$ cat src/brg_pkg.sv
// Constants and types for the bus reset and gap count control block.
// Summary of operation
// Writing a one to bus_reset_initiate starts a bus reset and its initialization sequence; outside BRG_IDLE the code ignores only the initiate bit.
// bus_reset_initiate shares register 1 with root_holdoff_flag and gap count, so one write sets all three; a same-cycle packet overrides flag and gap.
// Root_holdoff_flag and gap count load from every received and every transmitted PHY-config packet; if both come in one cycle, only cfg_tx loads.
// Two consecutive bus resets with no gap count update in between force the gap count to 63.
// A bus reset started by a register 1 write keeps the gap count just written.
// After sending a PHY-config packet software starts a bus reset with matching register 1 values.
// Any other initiate write carries a gap count of 63 and the unchanged root_holdoff_flag.
// Software writes register 1 only to set bus_reset_initiate.
// The gap count field is six bits wide, holding up to 63.
// A flag records any gap count update since the last bus reset and clears the reset tracking.
`default_nettype none
package brg_pkg;
    // --------------------------------------------------------------
    // Register map
    // --------------------------------------------------------------
    localparam logic [3:0] BRG_REG_CONTROL = 4'h1;
    localparam logic [3:0] BRG_REG_STATUS = 4'h2;
    localparam int BRG_BIT_ROOT_HOLDOFF = 7;
    localparam int BRG_BIT_INITIATE = 6;
    localparam logic [5:0] BRG_GAP_MAX = 6'h3f;
    localparam logic BRG_RHF_RESET = 1'b0;
    // --------------------------------------------------------------
    // Timing
    // --------------------------------------------------------------
    localparam int BRG_CLK_NS = 50;
    localparam int BRG_RESET_NS = 200;
    localparam int BRG_RESET_CYCLES = BRG_RESET_NS / BRG_CLK_NS;
    localparam int BRG_INIT_NS = 200;
    localparam int BRG_INIT_CYCLES = BRG_INIT_NS / BRG_CLK_NS;

    typedef struct packed {
        logic valid;
        logic root_holdoff_flag;
        logic [5:0] gap_count;
    } brg_cfg_t;

    typedef enum logic [1:0] {
        BRG_IDLE = 2'b00,
        BRG_RESET = 2'b01,
        BRG_INIT = 2'b11
    } brg_state_t;
endpackage
`default_nettype wire

$ cat src/brg_ctrl.sv
// Bus reset start, root holdoff flag and gap count keeper.
//
// Design decision made here: the address-and-strobe port.
`default_nettype none
module brg_ctrl
    import brg_pkg::*;
(
    input wire logic core_clk,
    input wire logic resetn,
    input wire logic [3:0] reg_addr,
    input wire logic [7:0] reg_wdata,
    input wire logic reg_wr,
    input wire logic reg_rd,
    output logic [7:0] reg_rdata,
    input wire brg_cfg_t cfg_rx,
    input wire brg_cfg_t cfg_tx,
    input wire logic bus_reset_seen,
    output logic bus_reset_active,
    output logic init_active,
    output logic root_holdoff_flag,
    // six bit gap count
    output logic [5:0] gap_count
);
    // --------------------------------------------------------------
    // Register decode
    // --------------------------------------------------------------
    wire ctl_wr = reg_wr && (reg_addr == BRG_REG_CONTROL);
    // start on initiate
    wire start_req = ctl_wr && reg_wdata[BRG_BIT_INITIATE];
    // update detection
    wire gap_load = ctl_wr || cfg_rx.valid || cfg_tx.valid;
    brg_state_t state;
    brg_state_t next_state;
    logic [2:0] cnt;
    logic updated;
    logic reset_pending;
    wire reset_done = (state == BRG_RESET) &&
        (cnt == 3'(BRG_RESET_CYCLES - 1));
    wire reset_event = reset_done || bus_reset_seen;
    wire [7:0] ctl_value = {root_holdoff_flag, 1'b0, gap_count};
    wire [7:0] status_value = {5'h00, updated, init_active,
        bus_reset_active};
    wire [7:0] next_rdata = !reg_rd ? 8'h00 :
        (reg_addr == BRG_REG_CONTROL) ? ctl_value :
        (reg_addr == BRG_REG_STATUS) ? status_value : 8'h00;

    assign bus_reset_active = (state == BRG_RESET);
    assign init_active = (state == BRG_INIT);

    always_ff @(posedge core_clk) begin
        if (!resetn) begin
            reg_rdata <= 8'h00;
        end else begin
            reg_rdata <= next_rdata;
        end
    end

    // --------------------------------------------------------------
    // Reset and initialization sequencer
    // --------------------------------------------------------------
    always_comb begin
        next_state = state;
        case (state)
            BRG_IDLE: begin
                if (start_req) begin
                    next_state = BRG_RESET;
                end
            end
            BRG_RESET: begin
                if (reset_done) begin
                    next_state = BRG_INIT;
                end
            end
            BRG_INIT: begin
                if (cnt == 3'(BRG_INIT_CYCLES - 1)) begin
                    next_state = BRG_IDLE;
                end
            end
            default: next_state = BRG_IDLE;
        endcase
    end

    always_ff @(posedge core_clk) begin
        if (!resetn) begin
            state <= BRG_IDLE;
            cnt <= 3'h0;
        end else begin
            state <= next_state;
            cnt <= (next_state != state) ? 3'h0 : cnt + 3'h1;
        end
    end

    // --------------------------------------------------------------
    // Root holdoff flag and gap count
    // --------------------------------------------------------------
    // Packets win over a register write in the same cycle; the
    // transmitted packet wins over a received one.
    always_ff @(posedge core_clk) begin
        if (!resetn) begin
            root_holdoff_flag <= BRG_RHF_RESET;
            gap_count <= BRG_GAP_MAX;
        end else if (cfg_tx.valid) begin
            // load on transmit
            root_holdoff_flag <= cfg_tx.root_holdoff_flag;
            gap_count <= cfg_tx.gap_count;
        end else if (cfg_rx.valid) begin
            // load on receive
            root_holdoff_flag <= cfg_rx.root_holdoff_flag;
            gap_count <= cfg_rx.gap_count;
        end else if (ctl_wr) begin
            // shared register write
            root_holdoff_flag <= reg_wdata[BRG_BIT_ROOT_HOLDOFF];
            gap_count <= reg_wdata[5:0];
        end else if (reset_event && !updated && reset_pending) begin
            // fallback to maximum
            gap_count <= BRG_GAP_MAX;
        end
    end

    // consecutive reset tracking
    // written value survives own reset
    always_ff @(posedge core_clk) begin
        if (!resetn) begin
            updated <= 1'b0;
            reset_pending <= 1'b0;
        end else if (gap_load) begin
            updated <= 1'b1;
            reset_pending <= 1'b0;
        end else if (reset_event) begin
            // A reset with no update since the previous reset is the
            // second of a consecutive pair and triggers the fallback.
            updated <= 1'b0;
            reset_pending <= 1'b1;
        end
    end
endmodule
`default_nettype wire

$ cat config.mk
export PLATFORM = sky130hd
export DESIGN_NAME = brg_ctrl
export DESIGN_NICKNAME = d
export VERILOG_FILES = /design/src/brg_pkg.sv /design/src/brg_ctrl.sv
export SDC_FILE = /design/constraint.sdc
export NUM_CORES = 1
export LEC_CHECK = 0
export BUFFER_PORTS_ARGS = -buffer_cell sky130_fd_sc_hd__buf_2
export CORE_AREA = 2 2 50 52
export DETAILED_ROUTE_END_ITERATION = 6
export DIE_AREA = 0 0 52 54
export HOLD_SLACK_MARGIN = 0.1
export PLACE_DENSITY = 0.72
export SLEW_MARGIN = 20
export SYNTH_ARGS = -nofsm -noshare
export SYNTH_HDL_FRONTEND = slang
export SYNTH_SLANG_ARGS = --single-unit
$ cat constraint.sdc
create_clock -name core_clk -period 1.6 [get_ports core_clk]
set_clock_uncertainty 0.05 [all_clocks]
set_input_delay 0.32 -clock core_clk [delete_from_list [all_inputs] [get_ports core_clk]]
set_output_delay 0.32 -clock core_clk [all_outputs]
set_load 0.05 [all_outputs]
== Word-level counts from Yosys, hierarchy flattened ==
Cells that the tools add are included.
Storage, ports and cells
  flip-flop bits (word level): 22
  input bits: 33
  output and inout port bits: 17
  logic and storage cells: 49
Operators by class
  add/sub/neg operators: 1
  equality and inequality tests: 6
  multiplexer cells: 15
  bitwise logic cells: 2
  reduce and logical (&&, ||, !) cells: 17
Operators with widths (number)
  two-way mux 6 bit: 4
  two-way mux 8 bit: 1
  two-way mux 2 bit: 3
  one-hot mux 2 bit (3 select lines): 1
  logical AND 1 bit: 5
  two-way mux 1 bit: 5
  == test 4 x 1 -> 1 bit (second input constant): 1
  == test 4 x 2 -> 1 bit (second input constant): 1
  nonzero test 4 bit: 1
  OR reduction 2 bit: 2
  adder 3 x 1 -> 3 bit (second input constant): 1
  == test 3 x 2 -> 1 bit (second input constant): 1
  logical OR 1 bit: 3
  two-way mux 3 bit: 1
  nonzero test 3 bit: 1
  OR reduction 3 bit: 1
  == test 2 x 1 -> 1 bit (second input constant): 1
  == test 2 bit (second input constant): 1
  logical NOT 2 bit: 1
  inequality test 2 bit: 1
  inverter 1 bit: 2
  AND reduction 2 bit: 1
  nonzero test 2 bit: 1
  logical NOT 1 bit: 1

== Depth between registers and ports, before layout ==
Gate-level depths: netlist (run 1).
  depth in word-level cells: 9
  mapped depth: 5

== Worst setup path after synthesis (run 1) ==
OpenSTA, ideal clock, no wires.
  path kind: flip-flop to flip-flop
  start: register state[0]
  end: register gap_count[0]
  arrival time: 1527 ps
  data required time: 1478 ps
  path slack: -49 ps
  stages on the path, launching flop included: 5
  period minus slack after synthesis: 1649 ps
  path through: dfxtp_1 > nor2b_2 > a21oi_2 > o311ai_4 > a2bb2oi_1
Between the ends
  word-level cells in the longest chain between the ends: 6
RTL lines
  start: declaration: line brg_ctrl.sv:32  | brg_state_t state;
  start signal: assignment: line brg_ctrl.sv:88  | state <= next_state;
  == test 2 x 1 -> 1 bit
  named net bus_reset_active: line brg_ctrl.sv:18  | output logic bus_reset_active,
  logical AND 1 bit: line brg_ctrl.sv:37  | wire reset_done = (state == BRG_RESET) &&
  logical OR 1 bit: line brg_ctrl.sv:39  | wire reset_event = reset_done || bus_reset_seen;
  logical AND 1 bit (2 in series): line brg_ctrl.sv:114  | end else if (reset_event && !updated && reset_pending) begin
  nonzero test 4 bit (no source line)
  end signal: assignment: line brg_ctrl.sv:105  | gap_count <= cfg_tx.gap_count;
  end signal: assignment: line brg_ctrl.sv:109  | gap_count <= cfg_rx.gap_count;
  end signal: assignment: line brg_ctrl.sv:113  | gap_count <= reg_wdata[5:0];
  end: declaration: line brg_ctrl.sv:22  | output logic [5:0] gap_count
The timed path passes the listed nets, and every way through them passes these cells.
A chain may end at the register's enable or synchronous reset.

== Final worst setup path (run 1) ==
  start: register state[1]
  end: output port init_active
Between the ends
  word-level cells in the longest chain between the ends: 1
RTL lines
  == test 2 bit: line brg_ctrl.sv:48  | assign init_active = (state == BRG_INIT);
  end: declaration: line brg_ctrl.sv:19  | output logic init_active,
No other way between the ends.

==> results of run 1 <==
[report_power, final]
part / internal (mW) / total [mW] / switching (mW) / leakage, nW
clock: 0.0972 / 0.254 / 0.157 / 0.0150
combinational: 0.0831 / 0.208 / 0.125 / 0.372
sequential: 0.547 / 0.563 / 0.0157 / 0.173
total: 0.727 / 1.03 / 0.298 / 0.560
[per-layer routing]
layer	global-route usage	vias up	part of all wire
met1	0.1641	415	0.40
met2	0.2848	31	0.50
met5	0	-	0
met3	0.03333	7	0.060
li1	-	439	-
met4	0.1053	0	0.032
[cell usage after synthesis (2+ instances only)]
cell	number	area [um^2]
dfxtp_1	21	420.4
nor2_1	7	26.28
a2bb2oi_1	6	52.55
and2_1	5	31.28
o21bai_1	5	37.54
o22ai_1	5	31.28
inv_1	4	15.01
nand2_1	4	15.01
a21boi_0	3	22.52
a22oi_1	3	22.52
buf_4	2	15.01
ha_1	2	25.02
nand3_1	2	10.01
nor2b_1	2	12.51
[worst max-delay path, stage by stage, from the launching register on]
cell and delay [ps]:
dfxtp_2 410, and2_1 180, clkbuf_4 240
[registers in the layout (all words and copies together), names as in the netlist]
name and flops:
reg_rdata 7, state 2, cnt 3, updated 1
root_holdoff_flag 1, reset_pending 1, gap_count 6
[repair_timing]
item,4_1_cts,5_1_grt
cloned,0,0
hold buffers,0,0
endpoints found under the hold margin,0,0
setup buffers,0,0
setup endpoints to repair,1,2
pin swaps,0,0
resized for setup,1,3
[cell families (layout without fill, tap and decap cells)]
logic type | Yosys count | count (layout) | share of synthesized area
compound gates | 33 | 33 | 0.2884
simple gates | 28 | 28 | 0.1860
flops | 21 | 21 | 0.4528
buf+inv | 6 | 57 | 0.03234
fa+ha+maj | 2 | 2 | 0.02695
other cells | 1 | 1 | 0.004039
xor+xnor | 1 | 1 | 0.009436
[layout make-up]
type	instances	area, um^2	share of cell area
clock buffers	4	26.28	0.02123
inverters	4	15.01	0.01213
multi-input cells	65	483.0	0.3903
flip-flops and latches	21	422.9	0.3418
well taps	30	37.54	0.03033
repair buffers	49	252.7	0.2042
[placed cells by master (no fill, tap or decap), drive strengths merged, types with 3 or more instances in the layout]
master,instances
nand2,4
and2,5
o22ai,5
clkbuf,6
a22oi,3
a21boi,4
inv,4
a2bb2oi,6
buf,47
o21bai,5
nor2,7
nor2b,3
dfxtp,21
[final timing paths]
kind	cells after the start	from	end	slack (ps)
max	2	state[1]	init_active	100
max reg2reg	5	cnt[0]	gap_count[1]	120
min	3	reg_rd	reg_rdata[2]	260
min reg2reg	1	cnt[0]	cnt[0]	390
==> results, run 1 <==
- The clock root buffer master is clkbuf_4.
- The post-synth net total is 127.
- After technology mapping, the gate count stands at 92.
- Counting flops with a built-in enable in the synthesized netlist gives 0.
- The total standard cell area after synthesis is 928.4 um^2.
- The number of DRC markers in iteration 0 is 13.
- Of the cells placed in the final design, the portion with a size suffix greater than 1 is 0.4266.
- TritonCTS built the clock tree.
- Clock-pin slew was measured on the worst setup and hold paths at 110 ps.
- The final count of negative-setup-slack endpoints is 0.
- The die width is 52 um.
- The floorplan step defined a die boundary enclosing 2808 um^2.
- In this run, placement finished with an instance count of 169.
- The most used flip-flop cell after synthesis is dfxtp_1.
- The final worst setup slack is 103.6 ps.
- The number of buffers inserted during clock tree synthesis is 3.
- The via count is 892.
- The die is 54 um tall.
- The category of the worst setup path capture point is an output port.
- The total non-filler cell area in the finished layout is 1237 um^2.
- During I/O placement, the number of pins put on the boundary was 50.
- Setup repair after global routing left no endpoint under its margin.
- The number of fill cells in the layout is 200.
- Across the VDD grid, the largest voltage drop is 0.0004205 V.
- From synthesis to final layout, the design area changed by 33.29%.
- Summed over all cells, the static leakage comes to 0.5601 nW.
- The global-route wire length before repair is 3249 um.
- The headroom to the max-slew limit is 0.6666.
- At the end of routability-driven placement, the weighted congestion stood at 0.7076.
- The number of pins exceeding their max-slew limit in the final report is 0.
- In this run the remaining antenna-violating nets after routing total 0.
- The count of synthesis-stage warnings from yosys is 0.
- In the global route stage, overall resource usage came out at 0.1576.
- The area of the core is 2320 um^2.
- The total length of routed wires is 2190 um.
- In this run, distinct cell masters in the synthesized netlist total 35.
- Leaving out filler cells and counting taps, the final layout contains 173.
- The antenna diode count is 0.
- The run finished with clean final reports.
- The reported max-cap violation count is 0.
- After routing, the total negative slack on setup checks comes to 0 ps.
- At the later pin of the worst-skew pair, clock insertion delay measures 300 ps.
- Data arrives at the worst endpoint at 1130 ps.
- For this configuration, the core starts out at a cell density of 0.4002.
- In the final design database the tool counted 179 nets.
- The worst hold-check path type is in2reg.
- The tightest hold path in the finished design has a slack of 258.4 ps.
- The number of antenna violations at the first check in global routing was 0.
- After legalization and detailed placement, the total HPWL measured 1760 um.
- The worst setup path is launched from a register.
- Summing internal, switching and leakage power gives 1.025 mW.
- Of the available clock period, the critical path in the final layout requires 0.9352.
- The clock passes through at most 2 buffers.
- The transition time of the tightest slew-check pin is 493.2 ps.
- After detailed routing, the average wire length per cell comes to 12.66 um.
- Derived from the worst setup path, the maximum achievable clock frequency is 668.3 MHz.
- Summed over all layers, the global routing overflow is 0.
- After detailed routing, the number of remaining DRC violations is 0.
- Entering global routing, the biggest net connects 17 pins.
- Clock tree synthesis found a total of 21 sinks.
- The average cell area after synthesis is 10.09 um^2.
- The number of buffers added on ports is 48.
- The number of hold-slack violations in the final timing report is 0.
- The pre-antenna-repair detailed-routing pass consisted of 4 iterations.
- Prior to clock tree synthesis, the placed netlist has a worst setup slack of 65.40 ps.
- The portion of the post-synthesis area used by sequential elements is 0.4528.
- The fraction of the core area covered by cells at the end of the flow is 0.5334.
- Counting flops and latches in the post-synthesis netlist gives 21.
- The detail-routed via count per cell is 5.156.
- The placed standard-cell area is 1204 um^2.
- The shortest clock period the worst path allows after layout is 1496 ps.
- STA puts the critical path data required time at 1230 ps.
- The worst setup path is of the reg2out kind.
- The cell area power density is 828.5 nW/um^2.
- Of all nets on the critical path, the largest fanout is 6.
- The proportion of synthesized flip-flops having asynchronous set or reset is 0.
- In this run the core area contains 18 standard-cell rows.
- The number of global-route vias before repair is 778.
- In this run the number of H-tree levels came out at 1.
(Power assumes the default switching activity.)
==> run 2: changes to the inputs <==
clock period = 1.7 ns   (was 1.6 ns; I/O delays follow)
==> run 2 against run 1 <==
Against the previous run:
- final cell count down 0.58%
- sequential share of layout area is 0.29 points higher
- global-route usage down 1.2 points
==> results, run 2 (same netlist as run 1, synthesis figures left out) <==
- The flow ran to the end, and the final reports show no timing, DRC or antenna violations.
- Clock tree synthesis selected as its root buffer the cell clkbuf_4.
- The end point of the critical path is bus_reset_active.
- The fmax is 616.5 MHz.
- The flip-flop count of the largest register after layout is 7.
- Of the total power, the share spent switching nets is 0.2880.
- Leaving out filler cells and counting taps, the final layout contains 172.
- The required time of the critical path is 1310 ps.
- The half-perimeter wire length of the detailed placement result is 1711 um.
- The worst register-to-register path begins at cnt[0].
- The I/O pin count is 50.
- The startpoint of the most critical setup path is state[0].
- The part of the power in registers is 0.552.
- CTS saw 21 sinks.
- The number of buffers added on ports is 48.
- The via count is 856.
- The number of antenna violations at the first check in global routing came to 0.
- The switching power summed over all nets is 0.2764 mW.
- The floorplan step defined a die boundary enclosing 2808 um^2.
- The shortest clock period the worst path allows after layout is 1622 ps.
- Summed over all cells, the static leakage comes to 0.5541 nW.
- The area overhead of the layout relative to synthesis is 31.40%.
- The latest clock arrival within the worst-skew pair is 300 ps.
- The count of cells along the worst hold path is 3.
- Timing analysis after detailed placement gives a worst setup slack of 24.85 ps.
- The worst slack on hold paths is 271.8 ps.
- The data arrival time of the critical path is 1230 ps.
- For this configuration, the core starts out at a cell density of 0.4002.
- The most common library cell in the layout ignoring fill and taps is buf_2.
- In the final layout, the registers with the most flip-flops are reg_rdata (7), gap_count (6), cnt (3).
- The cell internal power dissipation is 0.6834 mW.
- The CTS tree is yes.
- The kind of start point of the critical path is a register.
- The number of pins exceeding their max-slew limit in the final report is 0.
- In the final layout, the share of cells above drive strength 1 is 0.4085.
- The total of cells resized after clock tree synthesis is 0.
- The die width is 52 um.
- Counting the buffers created by CTS gives 3.
- The total number of nets in the final design is 178.
- The maximum fanout count along the critical path is 6.
- In the global route stage, overall resource usage came out at 0.1461.
- Wires add up to 2123 um.
- The worst hold-check path type is in2reg.
- Setup violations remaining at the end of the flow were counted as 0.
- The cell count of the worst reg-to-reg path is 5.
- The instance count after placement with tap cells included is 168.
- The share of total power dissipated in combinational logic is 0.202.
- The number of global-route vias before repair was 686.
- The register area is 420.4 um^2.
- Setup repair after global routing left no endpoint under its margin.
- The longest clock path from root to sink contains 2 buffers.
- The share of total power dissipated in the clock network is 0.247.
- The number of iterations in the first detailed-routing pass is 3.
- The core region is 2320 um^2.
- The headroom to the max-slew limit is 0.6528.
- The count of antenna-violating nets left after detailed routing is 0.
- In the routed layout, each cell is associated on average with a via count of 4.977.
- For this run, design rule violations remaining after detail routing come to 0.
- Ranked by flip-flop count, first place goes to reg_rdata.
- The number of antenna diodes in the final layout is 0.
- Entering global routing, the biggest net connects 17 pins.
- The reported max-cap violation count is 0.
- The total number of H-tree levels is 1.
- The average wire per cell in the routed design is 12.34 um.
- The first global-routing pass estimated 2946 um of wire.
- The congestion estimate from routability-driven global placement came to 0.7193.
- At the pin with the least slew margin, the transition time is 513.6 ps.
- The number of DRC markers in iteration 0 is 7.
- Hold repair after CTS inserted 0 buffers.
- The post-CTS repair timing setup buffer count is 0.
- The worst register-to-register path has a setup slack of 200 ps.
- Setup slack closes at 77.88 ps.
- The cell area power density is 786.8 nW/um^2.
- After clock tree synthesis, the clock-pin slew on the worst setup and hold paths is 110 ps.
- The critical path class is reg2out.
- The library cells used most frequently in the layout, excluding fill and tap cells, are buf_2 (47), dfxtp_1 (21), nor2_1 (7).
- Global routing finished with a remaining overflow of 0.
- The critical register-to-register path endpoint is gap_count[4].
- The number of hold-slack violations in the final timing report is 0.
- The area used by multi-input combinational logic is 478.0 um^2.
- The category of the worst setup path capture point is an output port.
- IR analysis of the VDD net gives a maximum drop of 0.0003782 V.
- The total negative setup slack is 0 ps.
- In this run the core area contains 18 standard-cell rows.
- Measured along the y axis, the die boundary spans 54 um.
- Dividing the final minimum period by the clock period gives 0.9542.
- The number of fill cells in the layout is 208.
==> run 2: cell count changes in the layout (fill, tap and decap cells not counted) <==
cell and change:
clkbuf_4 -1, dfxtp_1 +2, dfxtp_2 -2, nor2b_4 -1, buf_2 +1, buf_4 -1, nor2b_2 +1
==> run 2: area by class of cell <==
cell class | count | area share
well taps | 30 | 0.03077
repair buffers | 48 | 0.1990
inverters | 4 | 0.01231
flip-flops and latches | 21 | 0.3446
multi-input cells | 65 | 0.3918
clock buffers | 4 | 0.02154
==> run 2: power groups by stage <==
stage / clock (mW) / sequential (mW) / combinational (mW)
2_1_floorplan: 0 / 0.586 / 0.0786
3_3_place_gp: 0 / 0.540 / 0.191
3_5_place_dp: 0 / 0.542 / 0.194
4_1_cts: 0.243 / 0.530 / 0.195
5_1_grt: 0.266 / 0.532 / 0.209
6_report: 0.237 / 0.530 / 0.194
==> run 2: critical path, stage by stage (launching register included) <==
cell and delay, ps:
dfxtp_1 410, nor2b_2 250, clkbuf_4 270
==> run 2: worst min-delay path by stage <==
stage | slack (ps) | startpoint | to
after floorplan | 350 | cnt[0] | cnt[0]
after global placement | 360 | cnt[0] | cnt[0]
after detailed placement | 360 | cnt[0] | cnt[0]
after CTS | 270 | reg_rd | reg_rdata[0]
after global routing | 260 | reg_rd | reg_rdata[1]
final | 270 | reg_rd | reg_rdata[0]
==> run 2: metal layers <==
| metal | GRT usage | up-vias | routed length [um] |
|---|---|---|---|
| met5 | 0 | - | 0 |
| met4 | 0.07895 | 0 | 39 |
| met3 | 0.03333 | 4 | 127 |
| met2 | 0.2658 | 30 | 1084 |
| met1 | 0.1565 | 383 | 873 |
| li1 | - | 439 | - |
==> run 2: per-stage QoR <==
stage | cell area [um^2] | power [mW] | util
CTS | 1217 | 0.9676 | 0.5248
global route | 1220 | 1.007 | 0.5259
global placement | 1191 | 0.7311 | 0.5135
detailed placement | 1191 | 0.7357 | 0.5135
finish | 1220 | 0.9598 | 0.5259
floorplan | 928.4 | 0.6646 | -
